$ cat src/rtl/cwsc_pkg.sv
package cwsc_pkg;

  // ==========================================================
  // Register indices (byte addresses on the plain port)
  localparam logic [2:0] REG_CTRL0 = 3'h0;
  localparam logic [2:0] REG_CTRL1 = 3'h1;
  localparam logic [2:0] REG_CTRL2 = 3'h2;
  localparam logic [2:0] REG_DBR   = 3'h3;
  localparam logic [2:0] REG_DBF   = 3'h4;

  // ==========================================================
  // Reset values
  localparam logic [7:0] CTRL0_RESET = 8'h00;
  localparam logic [7:0] CTRL1_RESET = 8'h00;
  localparam logic [7:0] CTRL2_RESET = 8'h00;
  localparam logic [5:0] DEAD_RESET  = 6'h00;

  // ==========================================================
  // Field positions
  localparam int EN_BIT   = 7;
  localparam int OEB_BIT  = 6;
  localparam int OEA_BIT  = 5;
  localparam int POLB_BIT = 4;
  localparam int POLA_BIT = 3;
  localparam int CS_BIT   = 0;
  localparam int ASE_BIT  = 7;
  localparam int ARS_BIT  = 6;

  // Writable-bit masks; the rest read as zero
  localparam logic [7:0] CTRL0_MASK = 8'hf9;
  localparam logic [7:0] CTRL1_MASK = 8'hf7;
  localparam logic [7:0] CTRL2_MASK = 8'hcf;
  localparam logic [7:0] DEAD_MASK  = 8'h3f;

  // ==========================================================
  // Override level codes
  localparam logic [1:0] OVR_INACTIVE = 2'h0;
  localparam logic [1:0] OVR_TRISTATE = 2'h1;
  localparam logic [1:0] OVR_LOW      = 2'h2;
  localparam logic [1:0] OVR_HIGH     = 2'h3;

  typedef struct packed {
    logic [7:0] addr;
    logic [7:0] wdata;
    logic       wr;
    logic       rd;
  } cwsc_bus_t;

  typedef struct packed {
    logic comp_one;
    logic comp_two;
    logic logic_one;
    logic logic_two;
    logic nco;
    logic [3:0] pwm;
    logic fault_n;
  } cwsc_src_t;

endpackage

$ cat src/rtl/cwsc_dead.sv
`timescale 1ns/10ps
// ==========================================================
// Dead-band timer: counts module clock enables up to a limit
module cwsc_dead #(
  parameter int W = 6
) (
  input  wire logic         clk,
  input  wire logic         reset,
  input  wire logic         tick,
  input  wire logic         start,
  input  wire logic [W-1:0] limit,
  output logic              done
);
  logic [W-1:0] count;
  logic         running;

  always_ff @(posedge clk) begin
    if (reset || start) begin
      count   <= '0;
      running <= start;
    end else if (running && tick) begin
      if (count + W'(1) >= limit) begin
        running <= 1'b0;
      end
      count <= count + W'(1);
    end
  end

  assign done = running && tick && (count + W'(1) >= limit);
endmodule

$ cat src/rtl/cwsc_top.sv
// Implementation choices: the plain strobed port and the register offsets.
`timescale 1ns/10ps
// Operation
// - Software setting shutdown flag forces shutdown and override levels
// - Without auto-restart, shutdown persists while the flag stays set
// - With auto-restart, flag self-clears; resume at next rising edge
// - Any enabled shutdown source forces override levels at once, ORed
// - Sources are level-sensitive; active level holds shutdown
// - Enables: bit3 comp two, bit2 comp one, bit1 fault low, bit0 cell two
// - Without auto-restart, software clear works only if sources are low
// - With auto-restart, flag clears when all enabled sources are low
// - Overrides hold after clear until next input rising edge
// - Override fields B 7-6, A 5-4; 11 high, 10 low, 01 tristate
// - Code 00 drives inactive level after dead band, polarity applied; here driven at once, no dead band
// - Three-bit input source select, comparators, PWMs, oscillator, cell
// - Output enable bits 6,5 route B,A to pins
// - Polarity bits 4,3 invert B,A; not applied to 11/10 overrides
// - Clock source bit 0 picks fast oscillator or system clock
// - Waveforms continue during sleep if clock and source active
// - Fast oscillator kept running in sleep when it clocks the module
// - Unimplemented bits read as zero
// - Rising edge: B off now, A on after rising dead band
// - Falling edge: A off now, B on after falling dead band
// - Six-bit dead counts; zero bypasses dead band
// - Disabled module has no pin effect; outputs start cleared
module cwsc_top #(
  parameter int DEAD_W = 6
) (
  input  wire logic        CLK,
  input  wire logic        RESET,
  input  wire logic [7:0]  ADDR,
  input  wire logic [7:0]  WDATA,
  input  wire logic        WR,
  input  wire logic        RD,
  input  wire logic        FAST_OSC_TICK,
  input  wire logic        SLEEP,
  input  wire logic        COMP_ONE,
  input  wire logic        COMP_TWO,
  input  wire logic        LOGIC_ONE,
  input  wire logic        LOGIC_TWO,
  input  wire logic        NCO_OUT,
  input  wire logic [3:0]  PWM_OUT,
  input  wire logic        FAULT_INPUT_N,
  output logic [7:0]       RDATA,
  output logic             FIRST_DRIVE_OUTPUT,
  output logic             FIRST_DRIVE_OE_N,
  output logic             SECOND_DRIVE_OUTPUT,
  output logic             SECOND_DRIVE_OE_N,
  output logic             FAST_OSC_KEEP,
  output logic             SHUTDOWN_ACTIVE
);

  cwsc_pkg::cwsc_bus_t bus;
  cwsc_pkg::cwsc_src_t src;
  logic [7:0]          ctrl0;
  logic [7:0]          ctrl1;
  logic [3:0]          sd_enable;
  logic                shutdown_event_flag;
  logic                auto_restart_enable;
  logic [DEAD_W-1:0]   rising_dead_time_count;
  logic [DEAD_W-1:0]   falling_dead_time_count;
  logic                module_enable;
  logic                input_now;
  logic                input_prev;
  logic                rise;
  logic                fall;
  logic                tick;
  logic                src_active;
  logic                hold_override;
  logic                drive_a;
  logic                drive_b;
  logic                rise_done;
  logic                fall_done;
  logic                next_a;
  logic                next_b;
  logic                next_a_oe_n;
  logic                next_b_oe_n;

  assign bus = '{addr: ADDR, wdata: WDATA, wr: WR, rd: RD};
  assign src = '{comp_one: COMP_ONE, comp_two: COMP_TWO,
                 logic_one: LOGIC_ONE, logic_two: LOGIC_TWO,
                 nco: NCO_OUT, pwm: PWM_OUT, fault_n: FAULT_INPUT_N};

  assign module_enable = ctrl0[cwsc_pkg::EN_BIT];

  // ==========================================================
  // Functions
  function automatic logic pick_source(input logic [2:0] sel,
                                       input cwsc_pkg::cwsc_src_t s);
    case (sel)
      3'h0:    pick_source = s.comp_one;
      3'h1:    pick_source = s.comp_two;
      3'h2:    pick_source = s.pwm[0];
      3'h3:    pick_source = s.pwm[1];
      3'h4:    pick_source = s.pwm[2];
      3'h5:    pick_source = s.pwm[3];
      3'h6:    pick_source = s.nco;
      default: pick_source = s.logic_one;
    endcase
  endfunction

  // Override decode per pin: value and tristate, polarity only for 00
  function automatic logic [1:0] override_pin(input logic [1:0] code,
                                              input logic       pol);
    case (code)
      cwsc_pkg::OVR_HIGH:     override_pin = 2'h1;
      cwsc_pkg::OVR_LOW:      override_pin = 2'h0;
      cwsc_pkg::OVR_TRISTATE: override_pin = 2'h2;
      default:                override_pin = {1'b0, pol};
    endcase
  endfunction

  // ==========================================================
  // Clock select: module rate is system clock or fast oscillator enable
  assign tick = ctrl0[cwsc_pkg::CS_BIT] ? FAST_OSC_TICK : 1'b1;

  // ==========================================================
  // Shutdown sources, level sensitive and ORed
  assign src_active = (sd_enable[3] & src.comp_two)
                    | (sd_enable[2] & src.comp_one)
                    | (sd_enable[1] & ~src.fault_n)
                    | (sd_enable[0] & src.logic_two);

  // ==========================================================
  // Register writes
  always_ff @(posedge CLK) begin
    if (RESET) begin
      ctrl0 <= cwsc_pkg::CTRL0_RESET;
      ctrl1 <= cwsc_pkg::CTRL1_RESET;
      sd_enable <= cwsc_pkg::CTRL2_RESET[3:0];
      auto_restart_enable <= 1'b0;
      rising_dead_time_count <= DEAD_W'(cwsc_pkg::DEAD_RESET);
      falling_dead_time_count <= DEAD_W'(cwsc_pkg::DEAD_RESET);
    end else if (bus.wr) begin
      case (bus.addr[2:0])
        cwsc_pkg::REG_CTRL0: ctrl0 <= bus.wdata & cwsc_pkg::CTRL0_MASK;
        cwsc_pkg::REG_CTRL1: ctrl1 <= bus.wdata & cwsc_pkg::CTRL1_MASK;
        cwsc_pkg::REG_CTRL2: begin
          sd_enable <= bus.wdata[3:0];
          auto_restart_enable <= bus.wdata[cwsc_pkg::ARS_BIT];
        end
        cwsc_pkg::REG_DBR: rising_dead_time_count <= bus.wdata[DEAD_W-1:0];
        cwsc_pkg::REG_DBF: falling_dead_time_count <= bus.wdata[DEAD_W-1:0];
        default: ;
      endcase
    end
  end

  // ==========================================================
  // Shutdown flag; a live source wins over any clear
  always_ff @(posedge CLK) begin
    if (RESET) begin
      shutdown_event_flag <= 1'b0;
    end else if (src_active) begin
      shutdown_event_flag <= 1'b1;
    end else if (bus.wr && bus.addr[2:0] == cwsc_pkg::REG_CTRL2) begin
      // Setting with auto-restart on clears next cycle via branch below
      shutdown_event_flag <= bus.wdata[cwsc_pkg::ASE_BIT];
    end else if (auto_restart_enable) begin
      shutdown_event_flag <= 1'b0;
    end
  end

  // Override held until first rising edge after flag clears
  always_ff @(posedge CLK) begin
    if (RESET) begin
      hold_override <= 1'b1;
    end else if (shutdown_event_flag || src_active || !module_enable) begin
      hold_override <= 1'b1;
    end else if (rise) begin
      hold_override <= 1'b0;
    end
  end

  // ==========================================================
  // Input edge detect on module clock
  assign input_now = pick_source(ctrl1[2:0], src);
  assign rise = tick && input_now && !input_prev;
  assign fall = tick && !input_now && input_prev;

  always_ff @(posedge CLK) begin
    if (RESET || !module_enable) begin
      input_prev <= 1'b0;
    end else if (tick) begin
      input_prev <= input_now;
    end
  end

  // ==========================================================
  // Dead-band generation
  cwsc_dead #(.W(DEAD_W)) u_rise (
    .clk   (CLK),
    .reset (RESET || !module_enable || fall),
    .tick  (tick),
    .start (rise && rising_dead_time_count != '0),
    .limit (rising_dead_time_count),
    .done  (rise_done)
  );

  cwsc_dead #(.W(DEAD_W)) u_fall (
    .clk   (CLK),
    .reset (RESET || !module_enable || rise),
    .tick  (tick),
    .start (fall && falling_dead_time_count != '0),
    .limit (falling_dead_time_count),
    .done  (fall_done)
  );

  always_ff @(posedge CLK) begin
    if (RESET || !module_enable) begin
      drive_a <= 1'b0;
      drive_b <= 1'b0;
    end else if (rise) begin
      drive_b <= 1'b0;
      drive_a <= (rising_dead_time_count == '0);
    end else if (fall) begin
      drive_a <= 1'b0;
      drive_b <= (falling_dead_time_count == '0);
    end else begin
      if (rise_done) begin
        drive_a <= 1'b1;
      end
      if (fall_done) begin
        drive_b <= 1'b1;
      end
    end
  end

  // ==========================================================
  // Pin stage; shutdown sources feed straight into next-state
  logic [1:0] ovr_a;
  logic [1:0] ovr_b;
  logic       in_shutdown;

  assign in_shutdown = src_active || shutdown_event_flag || hold_override;
  assign ovr_a = override_pin(ctrl1[5:4], ctrl0[cwsc_pkg::POLA_BIT]);
  assign ovr_b = override_pin(ctrl1[7:6], ctrl0[cwsc_pkg::POLB_BIT]);

  always_comb begin
    next_a      = 1'b0;
    next_b      = 1'b0;
    next_a_oe_n = 1'b1;
    next_b_oe_n = 1'b1;
    if (module_enable) begin
      if (in_shutdown) begin
        next_a = ovr_a[0];
        next_b = ovr_b[0];
        next_a_oe_n = ovr_a[1] | ~ctrl0[cwsc_pkg::OEA_BIT];
        next_b_oe_n = ovr_b[1] | ~ctrl0[cwsc_pkg::OEB_BIT];
      end else begin
        next_a = drive_a ^ ctrl0[cwsc_pkg::POLA_BIT];
        next_b = drive_b ^ ctrl0[cwsc_pkg::POLB_BIT];
        next_a_oe_n = ~ctrl0[cwsc_pkg::OEA_BIT];
        next_b_oe_n = ~ctrl0[cwsc_pkg::OEB_BIT];
      end
    end
  end

  // Registered pins: one system clock of latency, never a module tick
  always_ff @(posedge CLK) begin
    if (RESET) begin
      FIRST_DRIVE_OUTPUT  <= 1'b0;
      SECOND_DRIVE_OUTPUT <= 1'b0;
      FIRST_DRIVE_OE_N    <= 1'b1;
      SECOND_DRIVE_OE_N   <= 1'b1;
      SHUTDOWN_ACTIVE     <= 1'b0;
    end else begin
      FIRST_DRIVE_OUTPUT  <= next_a;
      SECOND_DRIVE_OUTPUT <= next_b;
      FIRST_DRIVE_OE_N    <= next_a_oe_n;
      SECOND_DRIVE_OE_N   <= next_b_oe_n;
      SHUTDOWN_ACTIVE     <= in_shutdown;
    end
  end

  // Sleep does not stop this logic; only the oscillator keep-alive
  always_ff @(posedge CLK) begin
    if (RESET) begin
      FAST_OSC_KEEP <= 1'b0;
    end else begin
      FAST_OSC_KEEP <= SLEEP && module_enable
                       && ctrl0[cwsc_pkg::CS_BIT];
    end
  end

  // ==========================================================
  // Read port
  always_ff @(posedge CLK) begin
    if (RESET) begin
      RDATA <= 8'h00;
    end else if (bus.rd) begin
      case (bus.addr[2:0])
        cwsc_pkg::REG_CTRL0: RDATA <= ctrl0;
        cwsc_pkg::REG_CTRL1: RDATA <= ctrl1;
        cwsc_pkg::REG_CTRL2: RDATA <= {shutdown_event_flag,
                                       auto_restart_enable,
                                       2'h0, sd_enable};
        cwsc_pkg::REG_DBR: RDATA <= 8'(rising_dead_time_count);
        cwsc_pkg::REG_DBF: RDATA <= 8'(falling_dead_time_count);
        default: RDATA <= 8'h00;
      endcase
    end else begin
      RDATA <= 8'h00;
    end
  end

  // ==========================================================
  // Checks
  a_src_forces_flag: assert property (@(posedge CLK) disable iff (RESET)
    src_active |=> shutdown_event_flag)
    else $error("Active source did not set flag");

  a_level_holds: assert property (@(posedge CLK) disable iff (RESET)
    src_active [*2] |-> shutdown_event_flag)
    else $error("Flag clear while source active");

  a_sw_set: assert property (@(posedge CLK) disable iff (RESET)
    (bus.wr && bus.addr[2:0] == cwsc_pkg::REG_CTRL2
     && bus.wdata[7]) |=> shutdown_event_flag)
    else $error("Software set lost");

  a_flag_stays: assert property (@(posedge CLK) disable iff (RESET)
    (shutdown_event_flag && !auto_restart_enable && !bus.wr)
    |=> shutdown_event_flag)
    else $error("Flag dropped without clear");

  a_auto_clear: assert property (@(posedge CLK) disable iff (RESET)
    (auto_restart_enable && !src_active && !bus.wr
     && shutdown_event_flag) |=> !shutdown_event_flag)
    else $error("Auto-restart did not clear flag");

  a_hold_override: assert property (@(posedge CLK) disable iff (RESET)
    (hold_override && !rise) |=> hold_override)
    else $error("Override released without rising edge");

  a_b_off_rise: assert property (@(posedge CLK) disable iff (RESET)
    (rise && module_enable) |=> !drive_b)
    else $error("B not off on rising edge");

  a_a_off_fall: assert property (@(posedge CLK) disable iff (RESET)
    (fall && module_enable) |=> !drive_a)
    else $error("A not off on falling edge");

  a_disabled_pins: assert property (@(posedge CLK) disable iff (RESET)
    !module_enable |=> FIRST_DRIVE_OE_N && SECOND_DRIVE_OE_N)
    else $error("Pins driven while disabled");

  a_no_overlap: assert property (@(posedge CLK) disable iff (RESET)
    !(drive_a && drive_b))
    else $error("Both drives on");

endmodule

$ cat config.mk
export PLATFORM = sky130hd
export DESIGN_NAME = cwsc_top
export DESIGN_NICKNAME = d
export VERILOG_FILES = /design/src/rtl/cwsc_pkg.sv /design/src/rtl/cwsc_dead.sv /design/src/rtl/cwsc_top.sv
export SDC_FILE = /design/constraint.sdc
export NUM_CORES = 1
export LEC_CHECK = 0
export ABC_AREA = 0
export ABC_CLOCK_PERIOD_IN_PS = 4500
export BUFFER_PORTS_ARGS = -buffer_cell sky130_fd_sc_hd__buf_2
export CAP_MARGIN = 25
export CORE_MARGIN = 5
export CORE_UTILIZATION = 50
export DETAILED_ROUTE_END_ITERATION = 16
export PLACE_DENSITY = 0.69
export SYNTH_ARGS = -nofsm -noshare
export SYNTH_HDL_FRONTEND = slang
export SYNTH_SLANG_ARGS = --single-unit
$ cat constraint.sdc
create_clock -name CLK -period 4.5 [get_ports CLK]
set_clock_uncertainty 0.1 [all_clocks]
set_input_delay 0.225 -clock CLK [delete_from_list [all_inputs] [get_ports CLK]]
set_output_delay 0.225 -clock CLK [all_outputs]
set_load 0.005 [all_outputs]
==> out/results.ini <==
[route]
vias=2445
drtPass1Iterations=4
vias_per_cell=5.409
drcViolationCount=0
ant_nets=0
initialDrtViolationCount=87
routedWlPerCell_um=14.85
wl_um=6711

[logic_synthesis]
synth_adder_area_share=0.05620
synthTopCellsByCount=nor2_1 (64), dfxtp_1 (61), mux2i_1 (42)
synth-xor-area-share=0.05058
synth-simple-area-share=0.2003
synthFlopType=dfxtp_1
ys_ff_latch=63
synth_cells=338
yosysWarningCount=0
ys_seq_area_frac=0.4111
syn_nets=384
synth_top_area_frac=0.3918
synth_top_family_by_area=simple AND/OR/NAND/NOR gates
synthMostInstantiatedCell=nor2_1
syn-cell-area_um2=3117
synth_edf_count=2
synthArstFlopShare=0
synth_compound_area_frac=0.08952
synth_top_cell_by_area=dfxtp_1
syn_avg_cell_area_um2=9.221
synthMuxAreaShare=0.1530
synthTopCellsByArea=dfxtp_1 (39%), mux2i_1 (13%), nor2_1 (7.7%)
synth_cell_type_count=41

[global_routing]
use_met2=0.2962
use_met1=0.2487
grt_pass1_wl_um=11340
grtUsageMet3=0.03594
grt_max_degree=36
grt_pass1_vias=2370
antenna_found_initial=0
top_usage_layer=met2
track_usage=0.1882
grt.overflow.total=0

[hold_path]
worstHoldPathCells=2
hold_class=input port to register
hold_end=FAST_OSC_KEEP
hp-start=SLEEP

[clock_network]
root_buffer=clkbuf_8
post-cts-setup-buffers=0
clock_sinks=63
clk_pin_slew_ns=0.07
hold_buffers=0
numCtsBuffers=9
cts-resized-gates=0
cts_tree=built
clk_path_buf_depth=2
cts_htree_levels=3
clock_latency_ns=0.33

[power_and_ir_drop]
ir_worst_vdd_uv=209.5
leakagePower_nw=1.408
powerDensity_nw_per_um2=309.6

[sta]
rsz0062_at_grt=no
fmaxAchievable_ghz=0.4721
tns_ns=0
fin_crit_sh=0.4708
slew_viol_final=0
worst_slew_pin_slew_ns=0.9788
holdWs_ns=0.02850
min_period_ns=2.118
max_slew_margin=0.3461
setup_viol=0
timing.final.hold_violations=0

[place]
gp_congestion=0.7948
portBuffers=40
hpwlAfterDp_um=5030

[worst_setup_path]
start_kind=register
cp.required_ns=4.50
r2r_end=u_fall.running
path_max_fanout=4
crit_path_end_kind=register
ff2ff_path_depth=9
r2r-start=u_fall.count[0]
rrSetupSlack_ns=2.38
startpoint=u_fall.count[0]
critPathArrivalTime_ns=2.12
crit_type=register to register

[floorplanning]
fp-row-count=28
core-area_um2=5991
boundaryPins=46
initial_core_util=0.5203
die_h_um=88.95
die_w_um=88.95
die_area_um2=7912

[finish]
diodes=0
drive_gt1_frac=0.1777
syn2layout_area_growth_pct=12.52
seq_area_um2=1281
final_nets=418
multi_input_area_um2=1713
nFillCells=539

[status]
run_status=finished clean

[job]
max_cap_violations=0

## registers in the layout, summed over array words and instances (netlist names), 4 cells and up
name                     cells
rising_dead_time_count       6
falling_dead_time_count      6
ctrl1                        7
u_fall.count                 6
sd_enable                    4
RDATA                        8
u_rise.count                 6
ctrl0                        6
## cell usage in the layout (no fill, tap or decap), types with 3 or more instances in the layout
cell type	instances
nor2_1	64
dfxtp_1	61
mux2i_1	42
buf_2	40
nand2_1	16
ha_1	14
nand2b_1	13
inv_1	12
nor2b_1	11
xor2_1	10
clkbuf_8	10
xnor2_1	8
a31oi_1	7
nand3_1	6
a21oi_1	6
nand4_1	5
nor3_1	4
o211ai_1	4
and2_1	3
a211oi_1	3
mux2_2	3
a22oi_1	3
## layout make-up
class                           instances  area share
Clock buffer                           11     0.04031
Clock inverter                          5    0.009276
Inverter                               12     0.01284
Multi-Input combinational cell        246      0.4884
Sequential cell                        63      0.3653
Tap cell                               75     0.02676
Timing Repair Buffer                   40     0.05708
## logic make-up after synthesis
group / count (synthesis)
mux: 46
xor+xnor: 18
simple gates: 131
flops: 63
fa+ha+maj: 14
compound gates: 37
buf+inv: 29
## worst max-delay path by stage
stage,end,slack (ns),depth (start not counted)
after floorplan,u_fall.running,2.57,9
after global placement,u_rise.running,2.38,4
after detailed placement,ctrl1[4],2.34,5
after CTS,u_rise.running,2.38,5
after global routing,u_fall.running,2.23,9
final,u_fall.running,2.38,9
## metal layers
layer / part of all wire / wire length (um) / vias up
met5: 0 / 0 / -
met2: 0.47 / 3127 / 41
met1: 0.48 / 3211 / 1160
li1: - / - / 1233
met3: 0.039 / 260 / 11
met4: 0.017 / 111 / 0
## stage by stage
step                      area (um^2)    util  total power [mW]  cells  setup WS, ns
after floorplan                  3117       -            0.6378    338         2.570
after global placement           3333  0.5564            0.6643    436         2.380
after detailed placement         3333  0.5564            0.6661    436         2.336
after CTS                        3507  0.5854             1.099    452         2.376
after global routing             3507  0.5854             1.136    452         2.228
final                            3507  0.5854             1.086    452         2.382
## power by group
part	internal (mW)	leakage [nW]	switching (mW)	total, mW
logic	0.0321	0.801	0.0458	0.0779
clock network	0.214	0.0896	0.218	0.432
registers	0.568	0.517	0.00734	0.576
## worst max-delay path, cell delays in order, from the launching register on
cell and delay [ns]:
dfxtp_1 0.41, ha_1 0.24, nand3_1 0.13, xnor2_1 0.15
ha_1 0.29, a21o_1 0.18, a21oi_1 0.13, o21ai_0 0.09
nand2_1 0.10, nand2b_1 0.07
(Power assumes the default switching activity.)
